$ cat config.mk
export PLATFORM = sky130hd
export DESIGN_NAME = ecd_channel
export DESIGN_NICKNAME = d
export VERILOG_FILES = /design/src/logic/ecd_pkg.sv /design/src/logic/ecd_channel.sv
export VERILOG_INCLUDE_DIRS = /design/src /design/src/logic
export SDC_FILE = /design/constraint.sdc
export NUM_CORES = 1
export LEC_CHECK = 0
export BUFFER_PORTS_ARGS = -buffer_cell sky130_fd_sc_hd__buf_2
export CORE_UTILIZATION = 43
export DETAILED_ROUTE_END_ITERATION = 8
export SETUP_SLACK_MARGIN = 0.5
export SLEW_MARGIN = 10
export SYNTH_ARGS = -nofsm -noshare
export SYNTH_HDL_FRONTEND = slang
export SYNTH_SLANG_ARGS = --single-unit
$ cat constraint.sdc
create_clock -name clk -period 3.45 [get_ports clk]
set_input_delay 0.1725 -clock clk [delete_from_list [all_inputs] [get_ports clk]]
set_output_delay 0.1725 -clock clk [all_outputs]
set_load 0.02 [all_outputs]
$ cat src/logic/ecd_defines.svh
// Constants for the E1 channel diagnostics, jitter attenuator and high-Z control
`ifndef ECD_DEFINES_SVH
`define ECD_DEFINES_SVH
// Clock rate and times
`define ECD_CLK_MHZ 200
`define ECD_MCLK_LOSS_US 1000
`define ECD_MCLK_LOSS_CYC (`ECD_MCLK_LOSS_US * `ECD_CLK_MHZ)
`define ECD_HWRST_NS 2000
`define ECD_HWRST_CYC ((`ECD_HWRST_NS * `ECD_CLK_MHZ + 999) / 1000)
`define ECD_TCLK_LOSS_TICKS 8'h40
// Transmit configuration fields
`define ECD_TXCFG_OE 6
`define ECD_TXCFG_OC_SEL 4
// Channel configuration fields
`define ECD_CHCFG_SOFT_RST 1
// Attenuator configuration fields
`define ECD_DJ_EN 3
`define ECD_DJ_GUARD 4
`define ECD_DJ_DEPTH_HI 2
`define ECD_DJ_DEPTH_LO 1
`define ECD_DJ_BW 0
`define ECD_DJ_DEPTH_32 8'h20
`define ECD_DJ_DEPTH_64 8'h40
`define ECD_DJ_DEPTH_128 8'h80
`define ECD_DJ_GUARD_BITS 8'h02
`define ECD_DJ_WIDE_THR 16'h0100
`define ECD_DJ_NARROW_THR 16'h0800
// Status and mask fields
`define ECD_ST_LINE_ZRUN 2
`define ECD_ST_LINE_VIOL 4
`define ECD_ST_SYS_VIOL 5
`define ECD_ST_RX_DJ 5
`define ECD_ST_TX_DJ 6
// Error control fields
`define ECD_ERR_INSERT 6
`define ECD_ERR_ZDEF 7
// Zero-run limits, ANSI and FCC alike for E1
`define ECD_ZRUN_AMI 5'h0F
`define ECD_ZRUN_B8ZS 5'h07
`define ECD_ZRUN_HDB3 5'h03
`endif

$ cat src/logic/ecd_pkg.sv
// Types shared by the E1 channel logic
package ecd_pkg;
   typedef enum logic [1:0] {ECD_AMI, ECD_B8ZS, ECD_HDB3} ecd_line_code_type;
   typedef enum logic [1:0] {ECD_SINGLE_NRZ, ECD_DUAL_NRZ, ECD_DUAL_RZ} ecd_tx_format_type;
   typedef struct packed {
      logic pos;
      logic neg;
   } ecd_rail_type;
   typedef struct packed {
      logic violation;
      logic zeroRun;
   } ecd_mon_event_type;
   typedef enum {ECD_DJ_FILL, ECD_DJ_RUN} ecd_dj_state_type;
endpackage

$ cat src/logic/ecd_channel.sv
// One E1 channel: transmit high-Z control, jitter attenuators and line monitors
// Behaviour
// (RULE_01) Global enable pin low tri-states all drivers
// (RULE_02) Master clock idle over 1 ms tri-states
// (RULE_03) Any reset kind tri-states the drivers
// (RULE_04) Channel output-enable bit zero tri-states channel
// (RULE_05) Transmit clock idle 64 ticks tri-states channel
// (RULE_06) Power down or channel reset tri-states
// (RULE_07) Over-current with option bit tri-states channel
// (RULE_08) Separate enables for receive and transmit attenuators
// (RULE_09) Depth field picks 32, 64, 128 bits
// (RULE_10) Bandwidth bit picks loop corner frequency
// (RULE_11) First-order loop gives 20 dB/decade roll-off
// (RULE_12) FIFO slip sets attenuator flag, masked request
// (RULE_13) Guard option speeds/slows within 2 bits
// (RULE_14) Monitor both paths, not single-rail transmit
// (RULE_15) Same-polarity successive marks are bipolar violations
// (RULE_16) Same-polarity successive violations are code violations
// (RULE_17) Receive violation sets line violation flag
// (RULE_18) Transmit violation sets system violation flag
// (RULE_19) Insert bit adds one violation, then clears
// (RULE_20) Zero-run limits 15, 7, 3 by code
// (RULE_21) Single-rail transmit uses the AMI zero limit
// (RULE_22) Receive zero run sets line zero-run flag
// (RULE_23) Shared request is OR of unmasked flags
`timescale 1ns/10ps
`include "ecd_defines.svh"

// ****************************************
// Jitter attenuator: FIFO drained by a slipping line tick
// ****************************************
module ecd_dejitter
   import ecd_pkg::*;
#(
   parameter int DEPTH_MAX = 128,
   parameter int AW = 7
) (
   input wire logic clk,
   input wire logic rst_n,
   input wire logic [7:0] cfg,
   input wire logic lineTick,
   input wire logic inStrobe,
   input wire ecd_rail_type inData,
   output ecd_rail_type outData,
   output logic outStrobe,
   output logic slip
);
   ecd_rail_type mem_q [DEPTH_MAX];
   logic [AW-1:0] wrPtr_q;
   logic [AW-1:0] rdPtr_q;
   logic [7:0] fill_q;
   logic [7:0] depth;
   logic [7:0] cfgPrev_q;
   logic signed [15:0] errAcc_q;
   logic signed [15:0] thr;
   logic extra_q;
   logic skip_q;
   logic doRead;
   logic doWrite;
   logic full;
   logic empty;
   logic [AW-1:0] ptrMask;
   ecd_dj_state_type state_q;

   // Depth and loop bandwidth selection
   always_comb begin
      case (cfg[`ECD_DJ_DEPTH_HI:`ECD_DJ_DEPTH_LO])
         2'b00: depth = `ECD_DJ_DEPTH_32; // see (RULE_09)
         2'b01: depth = `ECD_DJ_DEPTH_64;
         default: depth = `ECD_DJ_DEPTH_128;
      endcase
      thr = cfg[`ECD_DJ_BW] ? `ECD_DJ_NARROW_THR : `ECD_DJ_WIDE_THR; // see (RULE_10)
   end
   assign ptrMask = AW'(depth - 8'h01);
   assign full = (fill_q == depth);
   assign empty = (fill_q == 8'h00);
   assign doWrite = cfg[`ECD_DJ_EN] && inStrobe;
   assign doRead = (state_q == ECD_DJ_RUN) && ((lineTick && !skip_q) || extra_q);

   // Fill phase centres the FIFO, giving a typical delay of half the depth
   always_ff @(posedge clk) begin
      cfgPrev_q <= cfg;
      if (!rst_n || cfgPrev_q != cfg) begin
         state_q <= ECD_DJ_FILL;
      end else if (state_q == ECD_DJ_FILL && fill_q >= (depth >> 1)) begin
         state_q <= ECD_DJ_RUN;
      end
   end

   // Storage and pointers
   always_ff @(posedge clk) begin
      if (!rst_n || cfgPrev_q != cfg) begin
         wrPtr_q <= '0;
         rdPtr_q <= '0;
         fill_q <= 8'h00;
      end else begin
         if (doWrite && (!full || doRead)) begin
            mem_q[wrPtr_q] <= inData;
            wrPtr_q <= (wrPtr_q + AW'(1)) & ptrMask;
         end
         if (doRead && !empty) begin
            rdPtr_q <= (rdPtr_q + AW'(1)) & ptrMask;
         end
         fill_q <= fill_q + 8'((doWrite && (!full || doRead)) ? 1 : 0) - 8'((doRead && !empty) ? 1 : 0);
      end
   end

   // Integrating phase loop: a first-order slip gives a single-pole roll-off
   always_ff @(posedge clk) begin
      if (!rst_n || state_q != ECD_DJ_RUN) begin
         errAcc_q <= 16'sh0000;
         extra_q <= 1'b0;
         skip_q <= 1'b0;
      end else if (lineTick) begin
         extra_q <= 1'b0;
         skip_q <= 1'b0;
         if (cfg[`ECD_DJ_GUARD] && fill_q + `ECD_DJ_GUARD_BITS >= depth) begin
            extra_q <= 1'b1; // see (RULE_13)
         end else if (cfg[`ECD_DJ_GUARD] && fill_q <= `ECD_DJ_GUARD_BITS) begin
            skip_q <= 1'b1; // see (RULE_13)
         end else if (errAcc_q > thr) begin
            extra_q <= 1'b1; // see (RULE_11)
            errAcc_q <= errAcc_q - thr;
         end else if (errAcc_q < -thr) begin
            skip_q <= 1'b1; // see (RULE_11)
            errAcc_q <= errAcc_q + thr;
         end else begin
            errAcc_q <= errAcc_q + 16'($signed({1'b0, fill_q})) - 16'($signed({1'b0, depth >> 1}));
         end
      end else begin
         extra_q <= 1'b0;
      end
   end

   // Output stage; bypass passes the input straight on
   always_ff @(posedge clk) begin
      if (!rst_n) begin
         outData <= '0;
         outStrobe <= 1'b0;
         slip <= 1'b0;
      end else if (!cfg[`ECD_DJ_EN]) begin
         outData <= inData; // see (RULE_08)
         outStrobe <= inStrobe;
         slip <= 1'b0;
      end else begin
         outData <= (doRead && !empty) ? mem_q[rdPtr_q] : '0;
         outStrobe <= doRead;
         slip <= (doRead && empty) || (doWrite && full && !doRead); // see (RULE_12)
      end
   end
endmodule

// ****************************************
// Violation and zero-run monitor for one path
// ****************************************
module ecd_violation_mon
   import ecd_pkg::*;
(
   input wire logic clk,
   input wire logic rst_n,
   input wire logic enable,
   input wire logic tick,
   input wire ecd_rail_type rail,
   input wire ecd_line_code_type lineCode,
   input wire logic forceAmi,
   input wire logic zeroDef,
   output ecd_mon_event_type event_q
);
   logic lastMarkPos_q;
   logic haveMark_q;
   logic lastBpvPos_q;
   logic haveBpv_q;
   logic [4:0] zeroRun_q;
   logic [4:0] limit;
   logic mark;
   logic bpv;

   // FCC and ANSI share the same E1 limits
   always_comb begin
      if (forceAmi || lineCode == ECD_AMI) begin
         limit = zeroDef ? `ECD_ZRUN_AMI : `ECD_ZRUN_AMI; // see (RULE_20) (RULE_21)
      end else if (lineCode == ECD_B8ZS) begin
         limit = `ECD_ZRUN_B8ZS;
      end else begin
         limit = `ECD_ZRUN_HDB3;
      end
   end
   assign mark = rail.pos ^ rail.neg;
   assign bpv = mark && haveMark_q && (rail.pos == lastMarkPos_q); // see (RULE_15)

   // Polarity memory and event detection
   always_ff @(posedge clk) begin
      if (!rst_n) begin
         lastMarkPos_q <= 1'b0;
         haveMark_q <= 1'b0;
         lastBpvPos_q <= 1'b0;
         haveBpv_q <= 1'b0;
         zeroRun_q <= 5'h00;
         event_q <= '0;
      end else if (tick) begin
         event_q <= '0;
         if (mark) begin
            lastMarkPos_q <= rail.pos;
            haveMark_q <= 1'b1;
            zeroRun_q <= 5'h00;
         end else if (zeroRun_q <= limit) begin
            zeroRun_q <= zeroRun_q + 5'h01;
            event_q.zeroRun <= (zeroRun_q == limit); // see (RULE_20)
         end
         if (bpv && enable) begin // zero runs still counted when off
            lastBpvPos_q <= rail.pos;
            haveBpv_q <= 1'b1;
            if (lineCode == ECD_AMI && !forceAmi) begin
               event_q.violation <= 1'b1; // see (RULE_14)
            end else begin
               // Substitutions alternate their violations, so a repeat breaks the code
               event_q.violation <= haveBpv_q && (rail.pos == lastBpvPos_q); // see (RULE_16)
            end
         end
      end else begin
         event_q <= '0;
      end
   end
endmodule

// ****************************************
// Channel top
// ****************************************
module ecd_channel
   import ecd_pkg::*;
#(
   parameter int MCLK_LOSS_CYC = `ECD_MCLK_LOSS_CYC
) (
   input wire logic clk,
   input wire logic rst_n,
   input wire logic masterClock,
   input wire logic derivedLineRateClock,
   input wire logic txSystemClock,
   input wire ecd_rail_type txSystemData,
   input wire logic globalOutEnable,
   input wire logic hwResetPin_n,
   input wire logic overcurrentDetect,
   input wire logic globalSoftReset,
   input wire logic [7:0] txConfigReg,
   input wire logic [7:0] channelConfigReg,
   input wire logic txPowerDown,
   input wire ecd_tx_format_type txFormat,
   input wire ecd_line_code_type lineCode,
   input wire logic remoteLoopback,
   input wire logic internalPatternXclk,
   input wire logic [7:0] rxDejitterConfig,
   input wire logic [7:0] txDejitterConfig,
   input wire logic [7:0] errorControl,
   input wire logic violationInsertWrite,
   input wire logic rxStrobe,
   input wire ecd_rail_type rxRail,
   input wire logic [7:0] maskRegTwo,
   input wire logic [7:0] maskRegZero,
   input wire logic [7:0] clearRegTwo,
   input wire logic [7:0] clearRegZero,
   input wire logic requestChain_n,
   output logic lineOutTip,
   output logic lineOutTipOe,
   output logic lineOutRing,
   output logic lineOutRingOe,
   output ecd_rail_type rxOutRail,
   output logic rxOutStrobe,
   output logic violationInsert,
   output logic [7:0] statusFlagsRegTwo,
   output logic [7:0] statusFlagsRegZero,
   output logic request_n
);
   logic [6:0] pinMeta_q;
   logic [6:0] pinSync_q;
   logic [1:0] clkPrev_q;
   logic [17:0] mclkIdle_q;
   logic [10:0] hwLow_q;
   logic [7:0] tclkIdle_q;
   logic amiNextPos_q;
   logic lastOutPos_q;
   logic txInStrobe_q;
   ecd_rail_type txInRail_q;
   logic xclkTick;
   logic tclkRise;
   logic tclkEdge;
   logic mclkLost;
   logic hwResetLong;
   logic tclkLost;
   logic hiZ;
   logic insertDone;
   ecd_rail_type txDjRail;
   logic txDjStrobe;
   logic rxSlip;
   logic txSlip;
   ecd_mon_event_type rxEvent;
   ecd_mon_event_type txEvent;

   // Pin synchronisers; second stage only is read by logic
   always_ff @(posedge clk) begin
      pinMeta_q <= {overcurrentDetect, hwResetPin_n, globalOutEnable, txSystemData, txSystemClock,
                    derivedLineRateClock};
      pinSync_q <= pinMeta_q;
      clkPrev_q <= pinSync_q[1:0];
   end
   assign xclkTick = pinSync_q[0] && !clkPrev_q[0];
   assign tclkRise = pinSync_q[1] && !clkPrev_q[1];
   assign tclkEdge = pinSync_q[1] ^ clkPrev_q[1];

   // Master clock activity, sampled through its own two stages
   logic [1:0] mclkSync_q;
   logic mclkPrev_q;
   always_ff @(posedge clk) begin
      mclkSync_q <= {mclkSync_q[0], masterClock};
      mclkPrev_q <= mclkSync_q[1];
      if (!rst_n || mclkSync_q[1] != mclkPrev_q) begin
         mclkIdle_q <= 18'h00000;
      end else if (mclkIdle_q <= 18'(MCLK_LOSS_CYC)) begin
         mclkIdle_q <= mclkIdle_q + 18'h00001;
      end
   end
   assign mclkLost = (mclkIdle_q > 18'(MCLK_LOSS_CYC)); // see (RULE_02)

   // Hardware reset pin held low beyond the qualifying time
   always_ff @(posedge clk) begin
      if (!rst_n || pinSync_q[5]) begin
         hwLow_q <= 11'h000;
      end else if (hwLow_q <= 11'(`ECD_HWRST_CYC)) begin
         hwLow_q <= hwLow_q + 11'h001;
      end
   end
   assign hwResetLong = (hwLow_q > 11'(`ECD_HWRST_CYC)); // see (RULE_03)

   // Transmit clock loss, counted in line-rate ticks
   always_ff @(posedge clk) begin
      if (!rst_n || tclkEdge) begin
         tclkIdle_q <= 8'h00;
      end else if (xclkTick && tclkIdle_q <= `ECD_TCLK_LOSS_TICKS) begin
         tclkIdle_q <= tclkIdle_q + 8'h01;
      end
   end
   // Loopback and internal patterns run on the line-rate clock, so no loss there
   assign tclkLost = (tclkIdle_q > `ECD_TCLK_LOSS_TICKS) && !remoteLoopback && !internalPatternXclk &&
                     (txFormat == ECD_SINGLE_NRZ || txFormat == ECD_DUAL_NRZ); // see (RULE_05)

   // ****************************************
   // Transmit data capture
   // ****************************************
   always_ff @(posedge clk) begin
      if (!rst_n) begin
         txInRail_q <= '0;
         txInStrobe_q <= 1'b0;
         amiNextPos_q <= 1'b1;
      end else begin
         txInStrobe_q <= tclkRise && !txPowerDown;
         if (tclkRise && txFormat == ECD_SINGLE_NRZ) begin
            // Single-rail data is marked with alternating polarity
            txInRail_q <= {pinSync_q[3] && amiNextPos_q, pinSync_q[3] && !amiNextPos_q};
            amiNextPos_q <= amiNextPos_q ^ pinSync_q[3];
         end else if (tclkRise) begin
            txInRail_q <= pinSync_q[3:2];
         end
      end
   end

   // Attenuators, one per direction
   ecd_dejitter rxDj (
      .clk(clk),
      .rst_n(rst_n),
      .cfg(rxDejitterConfig),
      .lineTick(xclkTick),
      .inStrobe(rxStrobe),
      .inData(rxRail),
      .outData(rxOutRail),
      .outStrobe(rxOutStrobe),
      .slip(rxSlip)
   );
   ecd_dejitter txDj (
      .clk(clk),
      .rst_n(rst_n),
      .cfg(txDejitterConfig),
      .lineTick(xclkTick),
      .inStrobe(txInStrobe_q),
      .inData(txInRail_q),
      .outData(txDjRail),
      .outStrobe(txDjStrobe),
      .slip(txSlip)
   );

   // Monitors; transmit violation checks are off for single-rail input, zero runs still counted
   ecd_violation_mon rxMon (
      .clk(clk),
      .rst_n(rst_n),
      .enable(1'b1),
      .tick(rxStrobe),
      .rail(rxRail),
      .lineCode(lineCode),
      .forceAmi(1'b0),
      .zeroDef(errorControl[`ECD_ERR_ZDEF]),
      .event_q(rxEvent)
   );
   ecd_violation_mon txMon (
      .clk(clk),
      .rst_n(rst_n),
      .enable(txFormat != ECD_SINGLE_NRZ), // see (RULE_14)
      .tick(txInStrobe_q),
      .rail(txInRail_q),
      .lineCode(lineCode),
      .forceAmi(txFormat == ECD_SINGLE_NRZ), // see (RULE_21)
      .zeroDef(errorControl[`ECD_ERR_ZDEF]),
      .event_q(txEvent)
   );

   // ****************************************
   // Line driver and violation insertion
   // ****************************************
   assign insertDone = violationInsert && txDjStrobe && (txDjRail.pos ^ txDjRail.neg);
   always_ff @(posedge clk) begin
      if (!rst_n) begin
         violationInsert <= 1'b0;
      end else if (violationInsertWrite && errorControl[`ECD_ERR_INSERT]) begin
         violationInsert <= 1'b1; // a new write wins over completion
      end else if (insertDone) begin
         violationInsert <= 1'b0; // see (RULE_19)
      end
   end

   assign hiZ = !pinSync_q[4] || mclkLost || hwResetLong || globalSoftReset || // see (RULE_01) (RULE_03)
                !txConfigReg[`ECD_TXCFG_OE] || tclkLost || txPowerDown || // see (RULE_04) (RULE_06)
                channelConfigReg[`ECD_CHCFG_SOFT_RST] || // see (RULE_06)
                (txConfigReg[`ECD_TXCFG_OC_SEL] && pinSync_q[6]); // see (RULE_07)

   // Power-on reset holds the drivers off
   always_ff @(posedge clk) begin
      if (!rst_n) begin
         lineOutTip <= 1'b0;
         lineOutRing <= 1'b0;
         lineOutTipOe <= 1'b0; // see (RULE_03)
         lineOutRingOe <= 1'b0;
         lastOutPos_q <= 1'b0;
      end else begin
         lineOutTipOe <= !hiZ;
         lineOutRingOe <= !hiZ;
         if (txDjStrobe && insertDone) begin
            // Repeat the previous polarity to form the violation
            lineOutTip <= lastOutPos_q; // see (RULE_19)
            lineOutRing <= !lastOutPos_q;
         end else if (txDjStrobe) begin
            lineOutTip <= txDjRail.pos;
            lineOutRing <= txDjRail.neg;
            if (txDjRail.pos ^ txDjRail.neg) begin
               lastOutPos_q <= txDjRail.pos;
            end
         end
      end
   end

   // ****************************************
   // Sticky status flags and shared request
   // ****************************************
   // Events set over a same-cycle clear so none is lost
   always_ff @(posedge clk) begin
      if (!rst_n) begin
         statusFlagsRegTwo <= 8'h00;
         statusFlagsRegZero <= 8'h00;
      end else begin
         statusFlagsRegTwo <= (statusFlagsRegTwo & ~clearRegTwo) |
            (8'(rxEvent.violation) << `ECD_ST_LINE_VIOL) | // see (RULE_17)
            (8'(txEvent.violation) << `ECD_ST_SYS_VIOL) | // see (RULE_18)
            (8'(rxEvent.zeroRun) << `ECD_ST_LINE_ZRUN); // see (RULE_22)
         statusFlagsRegZero <= (statusFlagsRegZero & ~clearRegZero) |
            (8'(rxSlip) << `ECD_ST_RX_DJ) | (8'(txSlip) << `ECD_ST_TX_DJ); // see (RULE_12)
      end
   end

   // Chained request so channels share one active-low line
   always_ff @(posedge clk) begin
      if (!rst_n) begin
         request_n <= 1'b1;
      end else begin
         request_n <= !(|(statusFlagsRegTwo & maskRegTwo) || |(statusFlagsRegZero & maskRegZero) ||
                        !requestChain_n); // see (RULE_23)
      end
   end
endmodule

==> results of run 1 <==
==> final timing paths <==
kind              slack [ns]  cells past startpoint                end           start
setup reg to reg        0.53                     11  txDj.errAcc_q[15]  txDj.fill_q[4]
setup / recovery        0.53                     11  txDj.errAcc_q[15]  txDj.fill_q[4]
hold / removal          0.06                      3    rxDj.outData[0]       rxRail[0]
hold reg to reg         0.33                      0       pinSync_q[0]    pinMeta_q[0]
==> Yosys cell counts, types with 11 or more instances <==
master	number	share of area
edfxtp_1	512	0.46
nor2_1	409	0.046
dfxtp_1	218	0.13
nand2_1	166	0.019
ha_1	144	0.054
inv_1	130	0.015
a21oi_1	101	0.015
mux4_2	99	0.067
xnor2_1	64	0.017
o21ai_0	58	0.0087
xor2_1	51	0.013
nand3_1	49	0.0073
clkbuf_1	39	0.0044
nor2b_1	39	0.0073
buf_2	34	0.0051
nand4_1	32	0.0060
nor3_1	32	0.0048
mux4_1	29	0.023
a22o_1	26	0.0068
and3_1	25	0.0047
a221oi_1	23	0.0060
a211oi_1	22	0.0049
a22oi_1	22	0.0049
nand2b_1	19	0.0036
or3_1	14	0.0026
o211ai_1	13	0.0029
mux2i_1	12	0.0036
nor4_1	12	0.0022
buf_4	11	0.0025
o21a_1	11	0.0025
==> critical path: cells and delay by family (launching register included) <==
family,cells,cell delay (ns)
compound gates,4,0.88
fa+ha+maj,2,0.83
simple gates,3,0.64
flops,1,0.38
buf+inv,2,0.10
==> logic make-up (layout without fill, tap and decap cells) <==
| kind of cell | count (synthesis) | count (layout) | share of synthesized area |
|---|---|---|---|
| simple gates | 857 | 857 | 0.118 |
| xor+xnor | 115 | 115 | 0.0301 |
| compound gates | 380 | 380 | 0.0785 |
| flops | 730 | 730 | 0.590 |
| fa+ha+maj | 152 | 152 | 0.0586 |
| mux | 142 | 142 | 0.0936 |
| buf+inv | 231 | 494 | 0.0315 |
==> what timing repair did <==
item                                    in CTS  in global routing
buffers inserted                             3                 10
endpoints found under the hold margin       74                  0
hold buffers                                54                  0
pin swaps                                    3                 20
endpoints found under the setup margin      93                 98
gates cloned                                 0                  0
resized for setup                           37                 74
==> state kept, by name, summed over array words and instances (netlist names), 11 cells and up, named ones only <==
| signal | flops |
|---|---|
| rxDj.mem_q | 256 |
| hwLow_q | 11 |
| txDj.mem_q | 256 |
| mclkIdle_q | 18 |
| rxDj.errAcc_q | 16 |
| txDj.errAcc_q | 16 |
==> stage by stage <==
| step | std cells | setup WS (ns) | utilization | area, µm² | hold slack, ns |
|---|---|---|---|---|---|
| 2_1_floorplan | 2607 | 0.546 | - | 33500 | 0.200 |
| 3_3_place_gp | 3704 | 0.296 | 0.462 | 35300 | 0.277 |
| 3_5_place_dp | 3704 | 0.254 | 0.462 | 35300 | 0.277 |
| 4_1_cts | 3890 | 0.446 | 0.501 | 38300 | 0.0428 |
| 5_1_grt | 3900 | 0.401 | 0.506 | 38700 | 0.0589 |
| 6_report | 3900 | 0.535 | 0.506 | 38700 | 0.0577 |
==> power groups by stage <==
stage | combinational, W | clock, W | sequential, W
after floorplan | 0.000225 | 0 | 0.00965
after global placement | 0.000434 | 0 | 0.00963
after detailed placement | 0.000447 | 0 | 0.00964
after CTS | 0.000508 | 0.00790 | 0.00945
after global routing | 0.000574 | 0.00823 | 0.00944
final | 0.000520 | 0.00774 | 0.00944
==> per-layer routing <==
metal  global-route usage  up-vias  part of all wire
met5                    0        -                 0
met4               0.0572        0             0.022
li1                     -    10090                 -
met3               0.0259      116             0.037
met2                0.336      398              0.51
met1                0.249    10560              0.44
==> area by class of cell <==
type	instances	area (µm²)
fillers	6600	37800
flip-flops and latches	730	19800
multi-input cells	1646	13000
clock buffers	103	2110
repair buffers	235	1750
well taps	1030	1290
inverters	130	507
clock inverters	26	218
==> layout by cell type, fill, tap and decap left out, drive strengths merged, types with 10 or more instances in the layout <==
cell	count
ha	144
nor2	410
nand2	167
dlygate4sd3	54
mux4	128
o21a	11
nor4	12
nand4	32
nand3	50
a22oi	22
xor2	51
clkinv	20
inv	131
and3	25
o211ai	13
a22o	26
buf	181
and3b	10
and2	11
o21ai	63
edfxtp	512
nor2b	39
dfxtp	218
nor3	33
clkbuf	103
mux2i	12
a21oi	102
nand2b	20
a211oi	22
a221oi	28
or3	14
xnor2	64
==> flow_results.xml, run 1 <==
<?xml version="1.0" encoding="UTF-8"?>
<metrics>
  <group name="finish">
    <metric name="flow.area_growth_from_synthesis" unit="%">15.5</metric>
    <metric name="finish.net_count" unit="">3064</metric>
    <metric name="post_route_cells_drive_above_1_share" unit="">0.176</metric>
    <metric name="antenna_cells" unit="">0</metric>
  </group>
  <group name="clock_tree">
    <metric name="cts.htree.levels" unit="">3</metric>
    <metric name="clkLatencyLatePin" unit="ns">0.61</metric>
    <metric name="cts-root-buf" unit="">clkbuf_16</metric>
    <metric name="clock_tree.buffer_depth" unit="">3</metric>
    <metric name="cts_sinks" unit="">730</metric>
    <metric name="clk_pin_slew" unit="ns">0.06</metric>
    <metric name="tritoncts" unit="">yes</metric>
    <metric name="cts_inserted_buffers" unit="">74</metric>
  </group>
  <group name="critical_path">
    <metric name="critical_path.cell_chain" unit="">inv_6 &gt; fa_1 &gt; inv_2 &gt; ha_4 &gt; and3_4 &gt; a21oi_2 &gt; a311o_1 &gt; o31a_1 &gt; o21bai_1 &gt; nor4_1 &gt; or3_1</metric>
    <metric name="arrival" unit="ns">3.42</metric>
    <metric name="critical_path_peak_fanout" unit="">5</metric>
    <metric name="timing_worst_setup_path_type" unit="">reg2reg</metric>
    <metric name="critical_path_required" unit="ns">3.95</metric>
    <metric name="worst_path_largest_cell_delay" unit="ns">0.55</metric>
    <metric name="crit_path_end_kind" unit="">flip-flop</metric>
    <metric name="critical_path.startpoint_type" unit="">flip-flop</metric>
    <metric name="crit_slowest_cell" unit="">fa_1</metric>
  </group>
  <group name="floorplan">
    <metric name="dieArea" unit="µm²">79000</metric>
    <metric name="core_region_area" unit="µm²">76500</metric>
    <metric name="floorplan.die.width" unit="µm">281</metric>
    <metric name="ioPinCount" unit="">120</metric>
    <metric name="placement_rows" unit="">101</metric>
    <metric name="starting_density_of_the_core" unit="">0.438</metric>
    <metric name="die_h" unit="µm">281</metric>
  </group>
  <group name="detailed_routing">
    <metric name="drcViolationCount" unit="">0</metric>
    <metric name="drt_pass1_iterations" unit="">6</metric>
    <metric name="vias_per_cell" unit="">5.43</metric>
    <metric name="total_wire_length" unit="mm">75.5</metric>
    <metric name="vias" unit="">21164</metric>
    <metric name="drtIter0Drc" unit="">1567</metric>
    <metric name="routed_wire_length_per_instance" unit="µm">19.4</metric>
    <metric name="antenna_left" unit="">0</metric>
  </group>
  <group name="synth">
    <metric name="synth_async_sr_flop_share" unit="">0</metric>
    <metric name="synth.avg_cell_area" unit="µm²">12.8</metric>
    <metric name="synth_area" unit="µm²">33500</metric>
    <metric name="count_of_flip_flops_with_a_built_in_enable_after_synthesis" unit="">512</metric>
    <metric name="synth_seq_cells" unit="">730</metric>
    <metric name="dominantRegCellSynth" unit="">edfxtp_1</metric>
    <metric name="synth.yosys.warnings" unit="">0</metric>
    <metric name="ys_seq_area_frac" unit="">0.590</metric>
    <metric name="postSynthCellCount" unit="">2607</metric>
    <metric name="mappedNetlistNets" unit="">2854</metric>
    <metric name="synth.lib_cells_used.distinct" unit="">89</metric>
  </group>
  <group name="grt">
    <metric name="grt_pass1_wl" unit="mm">119</metric>
    <metric name="global_route.overflow_total" unit="">0</metric>
    <metric name="first_global_vias" unit="">21789</metric>
    <metric name="grt_antenna_before_repair" unit="">0</metric>
    <metric name="globalRouteTotalUtil" unit="">0.193</metric>
    <metric name="largest_net_degree_at_the_start_of_global_routing" unit="">105</metric>
  </group>
  <group name="power_and_ir_drop">
    <metric name="power.ir.vdd_worst" unit="mV">0.339</metric>
    <metric name="total_leakage_power" unit="nW">13.2</metric>
    <metric name="p_sw_frac" unit="">0.206</metric>
    <metric name="intPower" unit="W">0.0140</metric>
    <metric name="total_power_per_unit_cell_area" unit="nW/µm²">458</metric>
    <metric name="net_switching_power_of_the_design" unit="W">0.00365</metric>
    <metric name="share_clk_of_total_power" unit="">0.437</metric>
    <metric name="power.total" unit="W">0.0177</metric>
    <metric name="seq_power_share" unit="">0.534</metric>
    <metric name="combinational_power_share" unit="">0.029</metric>
  </group>
  <group name="timing">
    <metric name="total_negative_setup_slack" unit="ns">0</metric>
    <metric name="setup_viol" unit="">0</metric>
    <metric name="drv_slew" unit="">0</metric>
    <metric name="unrepaired_setup_endpoints_after_global_routing" unit="">true</metric>
    <metric name="timing.final.crit_period" unit="ns">2.92</metric>
    <metric name="timing.clock.skew" unit="ns">0.0133</metric>
    <metric name="slew_at_the_pin_closest_to_its_max_slew_limit" unit="ns">0.926</metric>
    <metric name="hold_violations" unit="">0</metric>
    <metric name="timing.fmax" unit="MHz">343</metric>
    <metric name="timing.max_slew.rel_slack" unit="">0.383</metric>
    <metric name="post-route-period-util" unit="">0.845</metric>
  </group>
  <group name="flow_run">
    <metric name="drv_cap" unit="">0</metric>
  </group>
  <group name="place">
    <metric name="gp_congestion" unit="">0.870</metric>
    <metric name="hpwl" unit="mm">49.6</metric>
    <metric name="buffer_ports.inserted" unit="">99</metric>
  </group>
  <group name="min_path">
    <metric name="hold_crit_class" unit="">in2reg</metric>
  </group>
  <group name="run_status">
    <metric name="result_of_the_run" unit="">complete, no violations</metric>
  </group>
</metrics>
Note: power is estimated with default switching activity, not from simulation.
==> run 2, diff against run 1 <==
- ABC_AREA: default -> 1
- clock period: 3.45 -> 2.38 ns (I/O delays scaled with it)
==> run 2 against run 1 <==
Compared with the run above:
- the flow now finishes with violations (negative setup slack)
- utilization up 7.4 points
- routed wire length is 28% higher
- area after synthesis increased by 3.5%
- combinational power rose by 110%
- critical path type unchanged
- largest power group unchanged
==> flow_results.xml, run 2 <==
<?xml version="1.0" encoding="UTF-8"?>
<metrics>
  <group name="critical_path">
    <metric name="arrival" unit="ns">3.17</metric>
    <metric name="crit_slowest_cell" unit="">dfxtp_4</metric>
    <metric name="timing_worst_setup_path_type" unit="">reg2reg</metric>
    <metric name="critical_path_required" unit="ns">2.93</metric>
    <metric name="critPathBufInv" unit="">4</metric>
    <metric name="critical_path_peak_fanout" unit="">4</metric>
    <metric name="critical_path.startpoint_type" unit="">flip-flop</metric>
    <metric name="crit_path_end_kind" unit="">flip-flop</metric>
    <metric name="worst_path_dominant_cell_family" unit="">adder cells</metric>
    <metric name="critical_path.cell_chain" unit="">inv_4 &gt; ha_4 &gt; nand3_4 &gt; nor2_4 &gt; nor2_4 &gt; ha_4 &gt; inv_4 &gt; ha_4 &gt; inv_2 &gt; fa_2 &gt; nor2_4 &gt; nor2_2 &gt; o21bai_1 &gt; nand2_1 &gt; a21oi_2 &gt; nor2_1 &gt; a21oi_1 &gt; o21ai_1 &gt; inv_1</metric>
    <metric name="worst_path_largest_cell_delay" unit="ns">0.38</metric>
  </group>
  <group name="run_status">
    <metric name="result_of_the_run" unit="">finished, violations left</metric>
    <metric name="violations" unit="">negative setup slack</metric>
  </group>
  <group name="timing">
    <metric name="worst_slack" unit="ns">-0.233</metric>
    <metric name="timing.max_slew.rel_slack" unit="">0.357</metric>
    <metric name="hold_violations" unit="">0</metric>
    <metric name="timing.final.crit_period" unit="ns">2.61</metric>
    <metric name="unrepaired_setup_endpoints_after_global_routing" unit="">true</metric>
    <metric name="timing.fmax" unit="MHz">383</metric>
    <metric name="timing.clock.skew" unit="ns">0.0280</metric>
    <metric name="drv_slew" unit="">0</metric>
    <metric name="total_negative_setup_slack" unit="ns">-1.64</metric>
    <metric name="post-route-period-util" unit="">1.10</metric>
    <metric name="setup_viol" unit="">28</metric>
    <metric name="slew_at_the_pin_closest_to_its_max_slew_limit" unit="ns">0.961</metric>
  </group>
  <group name="finish">
    <metric name="multi_input_area" unit="µm²">16200</metric>
    <metric name="finalInstanceArea" unit="µm²">46000</metric>
    <metric name="layout_commonest_cell" unit="">nand2_1</metric>
    <metric name="antenna_cells" unit="">0</metric>
    <metric name="flow.area_growth_from_synthesis" unit="%">32.8</metric>
    <metric name="post_route_cells_drive_above_1_share" unit="">0.258</metric>
    <metric name="final_layout_fill_cell_count" unit="">6761</metric>
    <metric name="finish.cell_count_without_fillers" unit="">5352</metric>
    <metric name="biggestRegsByFlops" unit="">rxDj.mem_q x256, txDj.mem_q x256, mclkIdle_q x18</metric>
    <metric name="finish.net_count" unit="">4488</metric>
    <metric name="area.sequential" unit="µm²">19800</metric>
    <metric name="most-common-layout-cells" unit="">nand2_1 (875), edfxtp_1 (512), nand3_1 (507)</metric>
  </group>
  <group name="floorplan">
    <metric name="ioPinCount" unit="">120</metric>
    <metric name="core_region_area" unit="µm²">79400</metric>
    <metric name="floorplan.die.width" unit="µm">286</metric>
    <metric name="placement_rows" unit="">103</metric>
    <metric name="starting_density_of_the_core" unit="">0.436</metric>
    <metric name="die_h" unit="µm">286</metric>
    <metric name="dieArea" unit="µm²">81700</metric>
  </group>
  <group name="flow_run">
    <metric name="drv_cap" unit="">0</metric>
  </group>
  <group name="grt">
    <metric name="global_route.overflow_total" unit="">0</metric>
    <metric name="globalRouteTotalUtil" unit="">0.221</metric>
    <metric name="first_global_vias" unit="">26820</metric>
    <metric name="largest_net_degree_at_the_start_of_global_routing" unit="">134</metric>
    <metric name="grt_pass1_wl" unit="mm">143</metric>
    <metric name="grt_antenna_before_repair" unit="">2</metric>
  </group>
  <group name="power_and_ir_drop">
    <metric name="total_leakage_power" unit="nW">17.6</metric>
    <metric name="total_power_per_unit_cell_area" unit="nW/µm²">569</metric>
    <metric name="power.ir.vdd_worst" unit="mV">0.513</metric>
  </group>
  <group name="clock_tree">
    <metric name="cts_inserted_buffers" unit="">75</metric>
    <metric name="cts_sinks" unit="">730</metric>
    <metric name="tritoncts" unit="">yes</metric>
    <metric name="clkLatencyLatePin" unit="ns">0.63</metric>
    <metric name="clk_pin_slew" unit="ns">0.06</metric>
    <metric name="cts.htree.levels" unit="">3</metric>
    <metric name="clock_tree.buffer_depth" unit="">3</metric>
    <metric name="cts-root-buf" unit="">clkbuf_16</metric>
  </group>
  <group name="place">
    <metric name="dpl.cell_count" unit="">5026</metric>
    <metric name="hpwl" unit="mm">55.5</metric>
    <metric name="dpl-instance-area" unit="µm²">38600</metric>
    <metric name="buffer_ports.inserted" unit="">99</metric>
    <metric name="gp_congestion" unit="">0.877</metric>
  </group>
  <group name="synth">
    <metric name="synth.yosys.warnings" unit="">0</metric>
    <metric name="mappedNetlistNets" unit="">4059</metric>
    <metric name="synth_top_area_frac" unit="">0.444</metric>
    <metric name="synth.avg_cell_area" unit="µm²">9.09</metric>
    <metric name="synth.lib_cells_used.distinct" unit="">43</metric>
    <metric name="dominantRegCellSynth" unit="">edfxtp_1</metric>
    <metric name="synth_seq_cells" unit="">730</metric>
    <metric name="synth_async_sr_flop_share" unit="">0</metric>
    <metric name="ys_seq_area_frac" unit="">0.570</metric>
    <metric name="synth_commonest_cells" unit="">nand2_1 (956), nand3_1 (570), edfxtp_1 (512)</metric>
    <metric name="synth.area.top_cells" unit="">edfxtp_1 (44%), dfxtp_1 (13%), nand2_1 (10%)</metric>
    <metric name="synth_top_cell_by_area" unit="">edfxtp_1</metric>
    <metric name="count_of_flip_flops_with_a_built_in_enable_after_synthesis" unit="">512</metric>
    <metric name="synth_area" unit="µm²">34700</metric>
    <metric name="yosysMostFrequentCell" unit="">nand2_1</metric>
    <metric name="postSynthCellCount" unit="">3812</metric>
  </group>
  <group name="min_path">
    <metric name="hold_crit_class" unit="">in2reg</metric>
  </group>
  <group name="detailed_routing">
    <metric name="drt_pass1_iterations" unit="">5</metric>
    <metric name="total_wire_length" unit="mm">96.7</metric>
    <metric name="vias" unit="">28373</metric>
    <metric name="drcViolationCount" unit="">0</metric>
    <metric name="drtIter0Drc" unit="">2035</metric>
    <metric name="vias_per_cell" unit="">5.30</metric>
    <metric name="routed_wire_length_per_instance" unit="µm">18.1</metric>
    <metric name="antenna_left" unit="">0</metric>
  </group>
</metrics>
[run 2: cell count changes in the layout (fill, tap and decap cells not counted), sizes merged, moves of 27 or more]
cell / before / now
mux4: 128 / 0
nand2: 167 / 957
a21oi: 102 / 147
a221oi: 28 / 1
o21ai: 63 / 104
nor2: 410 / 439
inv: 131 / 320
nand3: 50 / 578
buf: 181 / 414
xnor2: 64 / 18
nor2b: 39 / 0
[run 2: worst paths after layout]
kind | startpoint | to | slack, ns | depth (start not counted)
max | txDj.fill_q[3] | txDj.fill_q[6] | -0.23 | 19
min | rxDejitterConfig[4] | rxDj.skip_q | 0.02 | 5
max reg2reg | txDj.fill_q[3] | txDj.fill_q[6] | -0.23 | 19
min reg2reg | pinMeta_q[5] | pinSync_q[5] | 0.33 | 0
[run 2: power by group]
| group | internal [W] | switching [W] | leakage, nW | total, W |
|---|---|---|---|---|
| sequential | 0.0136 | 0.0000296 | 6.39 | 0.0136 |
| clock | 0.00656 | 0.00492 | 1.17 | 0.0115 |
| combinational | 0.000445 | 0.000620 | 10.1 | 0.00107 |
[run 2: tightest hold or removal path, stage by stage]
cell and delay, ns:
buf_2 0.14, a21oi_2 0.08, buf_4 0.13, nand2_4 0.06, a21oi_2 0.05
[run 2: per-stage QoR]
stage,setup WS (ns),total power (W),util,hold WS (ns)
after global routing,-0.373,0.0270,0.580,0.0203
after global placement,-0.286,0.0147,0.486,0.222
final,-0.233,0.0262,0.580,0.0166
after detailed placement,-0.281,0.0147,0.486,0.223
after CTS,-0.120,0.0263,0.546,0.0343
after floorplan,-0.168,0.0143,-,0.147
[run 2: timing repair]
item,in CTS,in global routing
setup buffers,43,45
hold endpoints to repair,58,1
cloned,11,27
endpoints found under the setup margin,580,613
pin swaps,117,167
gates resized for setup,318,411
hold buffers,60,2
[run 2: logic make-up (layout without fill, tap and decap cells)]
logic type | after synthesis | in the layout | synth area share
compound gates | 311 | 311 | 0.0488
flops | 730 | 730 | 0.570
xor+xnor | 63 | 63 | 0.0159
fa+ha+maj | 152 | 152 | 0.0566
simple gates | 2094 | 2094 | 0.258
buf+inv | 462 | 952 | 0.0508
[run 2: layer usage]
metal | track usage | part of all wire | vias to the layer above | wire (µm)
met5 | 0 | 0.00013 | - | 13
li1 | - | - | 13759 | -
met1 | 0.298 | 0.44 | 13628 | 42300
met2 | 0.373 | 0.48 | 847 | 46100
met4 | 0.0655 | 0.024 | 2 | 2310
met3 | 0.0263 | 0.061 | 137 | 5920
[run 2: cell type report]
| cell class | count | area share |
|---|---|---|
| clock buffer | 97 | 0.0446 |
| clock inverter | 41 | 0.00726 |
| inverter | 317 | 0.0277 |
| multi-input combinational | 2620 | 0.353 |
| sequential | 730 | 0.430 |
| tap | 1050 | 0.0286 |
| timing repair buffer | 494 | 0.108 |
| timing repair inverter | 3 | 0.000789 |
